$ cat config.mk
export PLATFORM = sky130hd
export DESIGN_NAME = calendar_clock_with_battery_ram
export DESIGN_NICKNAME = d
export VERILOG_FILES = /design/src/cal_clock_pkg.sv /design/src/calendar_clock_with_battery_ram.sv
export VERILOG_INCLUDE_DIRS = /design/src /design/src/src
export SDC_FILE = /design/constraint.sdc
export NUM_CORES = 2
export LEC_CHECK = 0
export BUFFER_PORTS_ARGS = -buffer_cell sky130_fd_sc_hd__buf_4
export CORE_MARGIN = 5
export CORE_UTILIZATION = 40
export DETAILED_ROUTE_END_ITERATION = 16
export RECOVER_POWER = 50
export SETUP_SLACK_MARGIN = 0.02
export SLEW_MARGIN = 20
export SYNTH_ARGS = -nofsm -noshare
export SYNTH_HDL_FRONTEND = slang
export SYNTH_SLANG_ARGS = --single-unit
export TNS_END_PERCENT = 30
$ cat constraint.sdc
create_clock -name clk -period 19.82 [get_ports clk]
set_input_delay 1.982 -clock clk [delete_from_list [all_inputs] [get_ports clk]]
set_output_delay 1.982 -clock clk [all_outputs]
set_load 0.1 [all_outputs]
$ cat src/cal_clock_regs.svh
// register indices, field positions, reset values and timing figures of the calendar clock
`ifndef CAL_CLOCK_REGS_SVH
`define CAL_CLOCK_REGS_SVH

`define RAM_BYTES 128
`define IDX_SEC 7'h00
`define IDX_SEC_ALM 7'h01
`define IDX_MIN 7'h02
`define IDX_MIN_ALM 7'h03
`define IDX_HOUR 7'h04
`define IDX_HOUR_ALM 7'h05
`define IDX_DOW 7'h06
`define IDX_DOM 7'h07
`define IDX_MON 7'h08
`define IDX_YEAR 7'h09
`define IDX_CTRL_A 7'h0A
`define IDX_CTRL_B 7'h0B
`define IDX_STAT_C 7'h0C
`define IDX_STAT_D 7'h0D
`define ADDR_SUSPEND 10'h200

`define A_UIP 7
`define A_DV 6:4
`define A_RS 3:0
`define DV_RUN 3'h2
`define B_SET 7
`define B_PERIODIC_IRQ_ENABLE 6
`define B_ALARM_IRQ_ENABLE 5
`define B_UPDATE_IRQ_ENABLE 4
`define B_BINARY 2
`define B_24H 1
`define B_DST_ENABLE 0
`define D_VALID 7
`define SUSP_BIT 0

`define A_RESET 8'h26
`define B_RESET 8'h02
`define DATE_RESET 8'h01
`define ALARM_ANY 2'h3

`define SEC_WRAP 8'h3C
`define MIN_WRAP 8'h3C
`define HOUR_WRAP 8'h18
`define HOURS_HALF 8'h0C
`define DOW_MAX 8'h07
`define MON_MAX 8'h0C
`define YEAR_WRAP 8'h64
`define DST_SUNDAY 8'h01
`define DST_SPRING_MON 8'h04
`define DST_SPRING_DOM 8'h18
`define DST_SPRING_HOUR 8'h02
`define DST_FALL_MON 8'h0A
`define DST_FALL_DOM 8'h19
`define DST_FALL_HOUR 8'h01

`define DIV_STAGES 15
`define RS_SLOW_MAX 4'h2
`define RS_SLOW_BASE 4'h5
`define RS_FAST_OFFSET 4'h2
`define TIMEBASE_HZ 32768
`define FASTCLK_HZ 14318000
`define REFRESH_PERIOD_CENTI_US 1526
`define CENTI_US_PER_S 100000000

`endif

$ cat src/cal_clock_pkg.sv
// shared types for the calendar clock
package cal_clock_pkg;
    typedef struct packed {
        logic [7:0] sec;
        logic [7:0] min;
        logic [7:0] hour;
        logic [7:0] dow;
        logic [7:0] dom;
        logic [7:0] mon;
        logic [7:0] yr;
    } time_type;

    typedef struct packed {
        logic periodic;
        logic alarm;
        logic update;
    } event_type;

    typedef enum {UPD_IDLE, UPD_CALC} upd_state_type;
endpackage

$ cat src/calendar_clock_with_battery_ram.sv
// calendar clock with battery-backed byte array, periodic interrupt and suspend support
`timescale 1ns/100ps
`include "cal_clock_regs.svh"

// Notes on behaviour
// - 128-byte array with calendar, time, alarm fields and a periodic interrupt.
// - ten locations hold time, calendar and alarms; update logic maintains the seven time and calendar bytes.
// - registers A to D control the clock; other 114 bytes are free storage.
// - each divider one-second tick advances the calendar and time counts unless the set bit is held.
// - updates apply daylight-saving shifts and leap-year days.
// - fields are kept in binary or BCD as the format bit selects.
// - total power loss without battery clears the contents-valid flag in D.
// - host reads register D after power-up; that read sets the flag again.
// - time base keeps running whatever the suspend or power state.
// - divider chain turns the 32.768 KHz base into a 1 Hz tick.
// - divider stages 1 to 13 are offered to the periodic rate selector.
// - register A picks a periodic interrupt pulse from 122 us to 500 ms.
// - periodic pulses appear only while the periodic enable bit is set.
// - each update compares the new time against the alarm bytes.
// - update-in-progress and set bits keep host accesses clear of updates.
// - host moves byte data D0-D7 through decoded select and strobes.
// - fast clock output of 14.318 MHz drops to 32.768 KHz in suspend.
// - refresh output pulses low once every 15.26 us.
// - suspend latch holds both serial selects and parallel select low.
module calendar_clock_with_battery_ram
    import cal_clock_pkg::*;
#(
    parameter int unsigned CLK_HZ = 200000000
) (
    input wire logic clk,
    input wire logic rst_n,
    input wire logic psel,
    input wire logic penable,
    input wire logic pwrite,
    input wire logic [9:0] paddr,
    input wire logic [31:0] pwdata,
    output logic [31:0] prdata,
    output logic pready,
    output logic pslverr,
    input wire logic powerLossNoBattery,
    input wire logic serialASelectIn,
    input wire logic serialBSelectIn,
    input wire logic parallelSelectIn,
    output logic clockInterruptOut,
    output logic fastClockOut,
    output logic dramRefreshPulse_n,
    output logic serialASelect,
    output logic serialBSelect,
    output logic parallelPortSelect,
    output logic suspendActive
);

    localparam logic [31:0] CLK_MOD = 32'(CLK_HZ);
    localparam logic [31:0] TB_STEP = 32'(2 * `TIMEBASE_HZ);
    localparam logic [31:0] FC_STEP = 32'(2 * `FASTCLK_HZ);
    localparam logic [15:0] REFRESH_CYC =
        16'((64'(`REFRESH_PERIOD_CENTI_US) * 64'(CLK_HZ)) / 64'(`CENTI_US_PER_S));

    function automatic logic [7:0] toBin(input logic [7:0] v, input logic bin);
        toBin = bin ? v : ({4'h0, v[7:4]} * 8'h0A) + {4'h0, v[3:0]};
    endfunction
    function automatic logic [7:0] fromBin(input logic [7:0] v, input logic bin);
        fromBin = bin ? v : {4'(v / 8'h0A), 4'(v % 8'h0A)};
    endfunction
    function automatic logic [7:0] hourToBin(input logic [7:0] v, input logic bin, input logic h24);
        logic [7:0] h;
        h = toBin({1'b0, v[6:0]}, bin);
        if (!h24) begin
            if (h == `HOURS_HALF) begin
                h = 8'h00;
            end
            if (v[7]) begin
                h = h + `HOURS_HALF;
            end
        end
        hourToBin = h;
    endfunction
    function automatic logic [7:0] hourFromBin(input logic [7:0] h, input logic bin, input logic h24);
        logic pm;
        logic [7:0] t;
        pm = (h >= `HOURS_HALF);
        t = pm ? h - `HOURS_HALF : h;
        if (t == 8'h00) begin
            t = `HOURS_HALF;
        end
        t = fromBin(t, bin);
        hourFromBin = h24 ? fromBin(h, bin) : {pm, t[6:0]};
    endfunction
    function automatic logic [7:0] monthDays(input logic [7:0] mon, input logic [7:0] yr);
        case (mon)
            8'h02: monthDays = (yr[1:0] == 2'h0) ? 8'h1D : 8'h1C;
            8'h04, 8'h06, 8'h09, 8'h0B: monthDays = 8'h1E;
            default: monthDays = 8'h1F;
        endcase
    endfunction
    function automatic logic alarmMatch(input logic [7:0] alm, input logic [7:0] cur);
        alarmMatch = (alm[7:6] == `ALARM_ANY) || (alm == cur);
    endfunction
    logic [7:0] ram_r [0:`RAM_BYTES-1];
    logic [7:0] ram_nxt [0:`RAM_BYTES-1];
    logic [31:0] tbAcc_r, tbAcc_nxt, fcAcc_r, fcAcc_nxt;
    logic tbPhase_r, tbPhase_nxt, fastClk_r, fastClk_nxt;
    logic [`DIV_STAGES-1:0] div_r, div_nxt;
    logic [15:0] refCnt_r, refCnt_nxt;
    logic refresh_r, refresh_nxt;
    upd_state_type state_r, state_nxt;
    time_type wk_r, wk_nxt, calcT, fmtT;
    logic dstBack_r, dstBack_nxt;
    event_type flags_r, flags_nxt, evt;
    logic valid_r, valid_nxt, irqPulse_r, irqPulse_nxt, susp_r, susp_nxt;
    logic [2:0] sel_r, sel_nxt;
    logic halfTick, tick32k, divRun, oneHz, periodicEvt, calcWrite, alarmHit, uip;
    logic [31:0] tbSum, fcSum;
    logic [`DIV_STAGES-1:0] stageWrap;
    logic [3:0] rs, tapIdx;
    logic access, hostWr, hostRd, inRam, isSusp, readC, readD;
    logic [6:0] idx;
    logic [7:0] regA, regB;
    assign regA = ram_r[`IDX_CTRL_A];
    assign regB = ram_r[`IDX_CTRL_B];
    // byte transfers on the low data lanes
    assign access = psel & penable;
    assign hostWr = access & pwrite;
    assign hostRd = access & ~pwrite;
    assign idx = paddr[8:2];
    assign inRam = ~paddr[9];
    assign isSusp = (paddr == `ADDR_SUSPEND);
    assign readC = hostRd & inRam & (idx == `IDX_STAT_C);
    assign readD = hostRd & inRam & (idx == `IDX_STAT_D);
    assign pready = 1'b1;
    assign pslverr = access & ~inRam & ~isSusp;

    always_comb begin
        prdata = 32'h0000_0000;
        if (!inRam) begin
            if (isSusp) begin
                prdata = {31'h0000_0000, susp_r};
            end
        end else if (idx == `IDX_CTRL_A) begin
            prdata = {24'h00_0000, uip, regA[6:0]};
        end else if (idx == `IDX_STAT_C) begin
            prdata = {24'h00_0000, |(flags_r & {regB[`B_PERIODIC_IRQ_ENABLE],
                      regB[`B_ALARM_IRQ_ENABLE], regB[`B_UPDATE_IRQ_ENABLE]}), flags_r, 4'h0};
        end else if (idx == `IDX_STAT_D) begin
            prdata = {24'h00_0000, valid_r, 7'h00};
        end else begin
            prdata = {24'h00_0000, ram_r[idx]};
        end
    end

    // time base, fast clock, divider chain and refresh
    assign tbSum = tbAcc_r + TB_STEP;
    assign halfTick = (tbSum >= CLK_MOD);
    assign tick32k = halfTick & tbPhase_r;
    assign fcSum = fcAcc_r + FC_STEP;
    assign divRun = (regA[`A_DV] == `DV_RUN);

    // each stage reports its own rollover
    genvar g;
    generate
        for (g = 0; g < `DIV_STAGES; g++) begin : g_stage
            assign stageWrap[g] = tick32k & divRun & (&div_r[g:0]);
        end
    endgenerate

    // last stage rollover is the 1 Hz tick
    assign oneHz = stageWrap[`DIV_STAGES-1];
    // rate select: slow codes sit further down the chain
    assign rs = regA[`A_RS];
    assign tapIdx = (rs <= `RS_SLOW_MAX) ? rs + `RS_SLOW_BASE : rs - `RS_FAST_OFFSET;
    assign periodicEvt = (rs != 4'h0) & stageWrap[tapIdx];
    // warning raised one time-base period ahead of the update
    assign uip = (divRun & ~regB[`B_SET] & (&div_r)) | (state_r != UPD_IDLE);

    always_comb begin
        // nothing here but the fast clock half periods depends on suspend or power state
        tbAcc_nxt = halfTick ? tbSum - CLK_MOD : tbSum;
        tbPhase_nxt = tbPhase_r ^ halfTick;
        div_nxt = div_r;
        if (!divRun) begin
            div_nxt = '0;
        end else if (tick32k) begin
            div_nxt = div_r + 1'b1;
        end
        fcAcc_nxt = (fcSum >= CLK_MOD) ? fcSum - CLK_MOD : fcSum;
        fastClk_nxt = fastClk_r;
        // half periods follow the time base while suspended
        if (susp_r ? halfTick : (fcSum >= CLK_MOD)) begin
            fastClk_nxt = ~fastClk_r;
        end
        // one low cycle per refresh period
        refresh_nxt = (refCnt_r == REFRESH_CYC - 16'h0001);
        refCnt_nxt = refresh_nxt ? 16'h0000 : refCnt_r + 16'h0001;
    end

    always_ff @(posedge clk or negedge rst_n) begin
        if (!rst_n) begin
            tbAcc_r <= 32'h0000_0000;
            tbPhase_r <= 1'b0;
            fcAcc_r <= 32'h0000_0000;
            fastClk_r <= 1'b0;
            div_r <= '0;
            refCnt_r <= 16'h0000;
            refresh_r <= 1'b0;
        end else begin
            tbAcc_r <= tbAcc_nxt;
            tbPhase_r <= tbPhase_nxt;
            fcAcc_r <= fcAcc_nxt;
            fastClk_r <= fastClk_nxt;
            div_r <= div_nxt;
            refCnt_r <= refCnt_nxt;
            refresh_r <= refresh_nxt;
        end
    end

    // update sequencer: capture in binary, then carry and write back in one pass
    always_comb begin
        logic bin;
        logic h24;
        bin = regB[`B_BINARY];
        h24 = regB[`B_24H];
        state_nxt = state_r;
        wk_nxt = wk_r;
        dstBack_nxt = dstBack_r;
        calcWrite = 1'b0;
        calcT = wk_r;
        case (state_r)
            UPD_IDLE: begin
                // tick starts an update unless the host holds the set bit
                if (oneHz && !regB[`B_SET]) begin
                    wk_nxt.sec = toBin(ram_r[`IDX_SEC], bin);
                    wk_nxt.min = toBin(ram_r[`IDX_MIN], bin);
                    wk_nxt.hour = hourToBin(ram_r[`IDX_HOUR], bin, h24);
                    wk_nxt.dow = toBin(ram_r[`IDX_DOW], bin);
                    wk_nxt.dom = toBin(ram_r[`IDX_DOM], bin);
                    wk_nxt.mon = toBin(ram_r[`IDX_MON], bin);
                    wk_nxt.yr = toBin(ram_r[`IDX_YEAR], bin);
                    state_nxt = UPD_CALC;
                end
            end
            UPD_CALC: begin
                // all carries resolve in this single cycle
                calcWrite = 1'b1;
                state_nxt = UPD_IDLE;
                calcT.sec = wk_r.sec + 8'h01;
                if (calcT.sec >= `SEC_WRAP) begin
                    calcT.sec = 8'h00;
                    calcT.min = wk_r.min + 8'h01;
                    if (calcT.min >= `MIN_WRAP) begin
                        calcT.min = 8'h00;
                        calcT.hour = wk_r.hour + 8'h01;
                        // daylight-saving shift on the last Sunday of spring and fall months
                        if (regB[`B_DST_ENABLE] && wk_r.dow == `DST_SUNDAY) begin
                            if (wk_r.mon == `DST_SPRING_MON && wk_r.dom >= `DST_SPRING_DOM &&
                                calcT.hour == `DST_SPRING_HOUR) begin
                                calcT.hour = `DST_SPRING_HOUR + 8'h01;
                            end
                            if (wk_r.mon == `DST_FALL_MON && wk_r.dom >= `DST_FALL_DOM &&
                                wk_r.hour == `DST_FALL_HOUR && !dstBack_r) begin
                                calcT.hour = `DST_FALL_HOUR;
                                dstBack_nxt = 1'b1;
                            end
                        end
                        if (calcT.hour >= `HOUR_WRAP) begin
                            calcT.hour = 8'h00;
                            dstBack_nxt = 1'b0;
                            calcT.dow = (wk_r.dow >= `DOW_MAX) ? 8'h01 : wk_r.dow + 8'h01;
                            // leap February through the month length
                            if (wk_r.dom >= monthDays(wk_r.mon, wk_r.yr)) begin
                                calcT.dom = 8'h01;
                                calcT.mon = (wk_r.mon >= `MON_MAX) ? 8'h01 : wk_r.mon + 8'h01;
                                if (wk_r.mon >= `MON_MAX) begin
                                    calcT.yr = (wk_r.yr + 8'h01 >= `YEAR_WRAP) ? 8'h00 : wk_r.yr + 8'h01;
                                end
                            end else begin
                                calcT.dom = wk_r.dom + 8'h01;
                            end
                        end
                    end
                end
            end
            default: state_nxt = UPD_IDLE;
        endcase
        fmtT.sec = fromBin(calcT.sec, bin);
        fmtT.min = fromBin(calcT.min, bin);
        fmtT.hour = hourFromBin(calcT.hour, bin, h24);
        fmtT.dow = fromBin(calcT.dow, bin);
        fmtT.dom = fromBin(calcT.dom, bin);
        fmtT.mon = fromBin(calcT.mon, bin);
        fmtT.yr = fromBin(calcT.yr, bin);
    end

    always_ff @(posedge clk or negedge rst_n) begin
        if (!rst_n) begin
            state_r <= UPD_IDLE;
            wk_r <= '0;
            dstBack_r <= 1'b0;
        end else begin
            state_r <= state_nxt;
            wk_r <= wk_nxt;
            dstBack_r <= dstBack_nxt;
        end
    end

    // alarm compared against the freshly written time
    assign alarmHit = calcWrite & alarmMatch(ram_r[`IDX_SEC_ALM], fmtT.sec) &
                      alarmMatch(ram_r[`IDX_MIN_ALM], fmtT.min) &
                      alarmMatch(ram_r[`IDX_HOUR_ALM], fmtT.hour);

    // byte array; status C and D live in flags_r and valid_r, not here
    always_comb begin
        ram_nxt = ram_r;
        // update logic owns the seven time and calendar bytes
        if (calcWrite) begin
            ram_nxt[`IDX_SEC] = fmtT.sec;
            ram_nxt[`IDX_MIN] = fmtT.min;
            ram_nxt[`IDX_HOUR] = fmtT.hour;
            ram_nxt[`IDX_DOW] = fmtT.dow;
            ram_nxt[`IDX_DOM] = fmtT.dom;
            ram_nxt[`IDX_MON] = fmtT.mon;
            ram_nxt[`IDX_YEAR] = fmtT.yr;
        end
        // host writes land after the update so a late host write is kept
        if (hostWr && inRam && idx != `IDX_STAT_C && idx != `IDX_STAT_D) begin
            ram_nxt[idx] = pwdata[7:0];
        end
    end

    always_ff @(posedge clk or negedge rst_n) begin
        if (!rst_n) begin
            // byte array cleared at reset, then A, B, day of month and month load their reset values
            for (int i = 0; i < `RAM_BYTES; i++) begin
                ram_r[i] <= 8'h00;
            end
            ram_r[`IDX_CTRL_A] <= `A_RESET;
            ram_r[`IDX_CTRL_B] <= `B_RESET;
            ram_r[`IDX_DOM] <= `DATE_RESET;
            ram_r[`IDX_MON] <= `DATE_RESET;
        end else begin
            ram_r <= ram_nxt;
        end
    end

    // event flags, contents-valid, interrupt pulse and suspend latch
    always_comb begin
        evt.periodic = periodicEvt;
        evt.alarm = alarmHit;
        evt.update = calcWrite;
        // reading C clears, but an event in the same cycle survives
        flags_nxt = evt | (flags_r & {3{~readC}});
        // periodic pulse gated by its enable
        irqPulse_nxt = (periodicEvt & regB[`B_PERIODIC_IRQ_ENABLE]) |
                       (alarmHit & regB[`B_ALARM_IRQ_ENABLE]) |
                       (calcWrite & regB[`B_UPDATE_IRQ_ENABLE]);
        valid_nxt = valid_r;
        if (readD) begin
            valid_nxt = 1'b1;
        end
        // power loss clears it and beats a same-cycle read
        if (powerLossNoBattery) begin
            valid_nxt = 1'b0;
        end
        susp_nxt = (hostWr && isSusp) ? pwdata[`SUSP_BIT] : susp_r;
        // selects forced low while the suspend latch is set
        sel_nxt = susp_r ? 3'h0 : {serialASelectIn, serialBSelectIn, parallelSelectIn};
    end

    always_ff @(posedge clk or negedge rst_n) begin
        if (!rst_n) begin
            flags_r <= '0;
            irqPulse_r <= 1'b0;
            valid_r <= 1'b0;
            susp_r <= 1'b0;
            sel_r <= 3'h0;
        end else begin
            flags_r <= flags_nxt;
            irqPulse_r <= irqPulse_nxt;
            valid_r <= valid_nxt;
            susp_r <= susp_nxt;
            sel_r <= sel_nxt;
        end
    end

    assign clockInterruptOut = irqPulse_r;
    assign fastClockOut = fastClk_r;
    assign dramRefreshPulse_n = ~refresh_r;
    assign serialASelect = sel_r[2];
    assign serialBSelect = sel_r[1];
    assign parallelPortSelect = sel_r[0];
    assign suspendActive = susp_r;

endmodule

==> out/qor.yml <==
end_kind: "async pin"
synth-edff-count: 0
reg2regPathDepth: 27
overflow: 0
period_needed_ps: 12370
peakVddDrop_uv: 87.28
antenna_found_initial: 7
ys_warn_count: 0
period_share_pct: 62.39
place_ws_ps: 10460
placementRows: 144
worst_r2r_endpoint: "clockInterruptOut$_DFF_PN0_"
status: "finished with violations"
crit_top_cell: "clkbuf_1"
boundaryPins: 92
fin_nets: 6041
violations: "capacitance limit, slew limit"
post_drt_wl_per_cell_um: 22.92
leakagePower_nw: 29.59
max_freq_mhz: 80.87
clockBufferDepth: 3
cts_resized: 0
cts_setup_buffers: 0
final-setup-viol-count: 0
cp_data_required_time_ps: 20300
cts_tree: "done"
setup_ws_ps: 7454
rrSetupSlack_ps: 11060
clock_sinks: 1175
routed_wl_mm: 183.8
die_w_um: 402.6
start_util_pct: 40.12
fp.dieArea_sq_um: 162100
synth.top_cell.area_share_pct: 47.44
fillers: 14569
firstDrtPassIters: 6
max-cap-violations: 11
crit_type: "input pin to async pin"
die_height_um: 402.6
cts_buffers: 133
critPathLaunchType: "input pin"
rsz0062_at_grt: "no"
synth-seq-area-share_pct: 47.69
slew_headroom_pct: -419.4
cts_root_buf: "clkbuf_16"
grt_pass1_vias: 46981
drive_gt1_share_pct: 16.84
cp.arrival_ps: 12850
syn_area_sq_um: 61670
htreeDepth: 4
synth.distinct_cells: 116
power_mw: 5.244
syn_avg_cell_area_sq_um: 10.09
min_path_type: "flip-flop to flip-flop"
reg2reg_from: "wk_r[48]$_DFFE_PN0P_"
syn_to_final_growth_pct: 9.484
slowest_delay_ps: 5200
cts.clk_slew.worst_paths_ps: 60
path_buf_inv: 4
synth_area_leaders: "dfrtp_1 47%, mux2_2 11%, a22oi_1 4.9%, nand2_1 4.6%, o21ai_0 4.5%"
drc: 0
post_drt_via_cell_ratio: 5.984
whs_path_depth: 0
port_buffers: 42
grtUsageTotal_pct: 22.14
dr_total_vias: 47989
drt-initial-drc-count: 4498
ys_async_sr_fraction_pct: 100.0
routabilityCongestion: 0.8664
slowest_stage: "clkbuf_1"
synthFlopType: "dfrtp_1"
grt_max_degree: 170
drv_slew: 644
final_util_pct: 43.93
yosys.area.top_type: "dfrtp_1"
clock_latency_ps: 790
crit_family: "buffers and inverters"
cts_hold_buf: 0
hpwl_mm: 114.9
tightestPinTransition_ps: 7790
ys_ff_latch: 1175
tns_ps: 0
syn_inst: 6113
crit_fanout: 131
fin_worst_skew_ps: 39.67
power_density_nw_per_um2: 77.68
hold_viol: 0
grt_pass1_wl_mm: 285.2
core_sq_um: 153700
path_cells: "clkbuf_1 > clkbuf_1 > clkbuf_1 > clkbuf_1"
ant_nets: 0
logic make-up (layout without fill, tap and decap cells):
group | after synthesis | count (layout) | share of synthesized area [%]
DFF | 1175 | 1175 | 47.69
xor gates and xnor gates | 184 | 184 | 2.613
and+or+nand+nor | 1605 | 1605 | 11.91
muxes | 683 | 683 | 12.46
adders and majority gates | 128 | 128 | 2.717
AOI/OAI and AO/OA | 1723 | 1723 | 18.63
other | 2 | 28 | 0.01218
buffers and inverters | 613 | 450 | 3.963
placed cells by master (no fill, tap or decap), types with 88 or more instances in the layout:
master        n
xnor2_1     104
inv_1        92
clkbuf_16   136
ha_1        105
nor2_1      305
nand2_1     750
dfrtp_1    1167
mux2_2      622
o21ai_0     558
a22oi_1     403
buf_4        88
nand3_1     101
nand4_1     106
a21oi_1     209
worst max path at each step:
stage | startpoint | end | slack (ps) | cells past startpoint
finish | rst_n | async pin | 7450 | 4
global route | rst_n | async pin | 5250 | 4
CTS | paddr[2] | prdata[7] | 10470 | 14
detailed placement | paddr[2] | prdata[7] | 10460 | 14
global placement | paddr[2] | prdata[7] | 10450 | 14
floorplan | paddr[3] | prdata[2] | 11370 | 12
power breakdown:
group	leakage [nW]	switching, mW	internal (mW)
combinational	11.4	0.235	0.0613
clock	2.13	1.05	1.45
sequential	16.1	0.0204	2.43
total	29.6	1.30	3.94
per-stage QoR:
stage / cell area (sq um) / std cells / hold slack [ps]
detailed placement: 63190 / 7779 / 366.4
global placement: 63190 / 7779 / 364.6
CTS: 67590 / 8015 / 380.0
global route: 67510 / 8018 / 385.0
finish: 67510 / 8020 / 376.5
floorplan: 61750 / 6136 / 429.0
routing by layer:
metal	track usage [%]	share of wire, %	wire, um	vias to the layer above
li1	-	-	-	21803
met1	31.58	45	83520	24401
met2	34.43	45	82840	1499
met3	3.967	6.6	12210	282
met4	6.846	2.8	5210	4
met5	0	0.014	25	-
synthesized netlist by cell type (all sizes together), types with 29 or more instances:
| library cell | n |
|---|---|
| dfrtp | 1169 |
| nand2 | 752 |
| mux2 | 623 |
| o21ai | 573 |
| clkbuf | 408 |
| a22oi | 403 |
| nor2 | 307 |
| a21oi | 210 |
| nand4 | 107 |
| buf | 105 |
| ha | 105 |
| xnor2 | 104 |
| nand3 | 102 |
| inv | 96 |
| xor2 | 80 |
| nor3 | 79 |
| a221oi | 70 |
| a22o | 69 |
| mux2i | 56 |
| o211ai | 56 |
| a31oi | 54 |
| nor2b | 42 |
| and3 | 35 |
| a21o | 33 |
| nor4 | 30 |
| and2 | 29 |
worst reg2reg max path: cells and delay by family (launching register included):
| family | cells | cell delay [ps] |
|---|---|---|
| DFF | 1 | 440 |
| AOI/OAI and AO/OA | 15 | 4920 |
| muxes | 3 | 750 |
| adders and majority gates | 3 | 920 |
| buffers and inverters | 2 | 380 |
| and+or+nand+nor | 4 | 1210 |
cell type report:
type,count,area [sq um],share of cell area [%]
multi-input combinational,4348,29930,44.33
antenna,3,7.507,0.01112
tap,2044,2557,3.788
timing repair buffer,114,818.3,1.212
inverter,100,379.1,0.5615
sequential,1175,29420,43.57
clock inverter,39,521.8,0.7728
clock buffer,197,3882,5.751
Power figures use the tool's default switching activity.
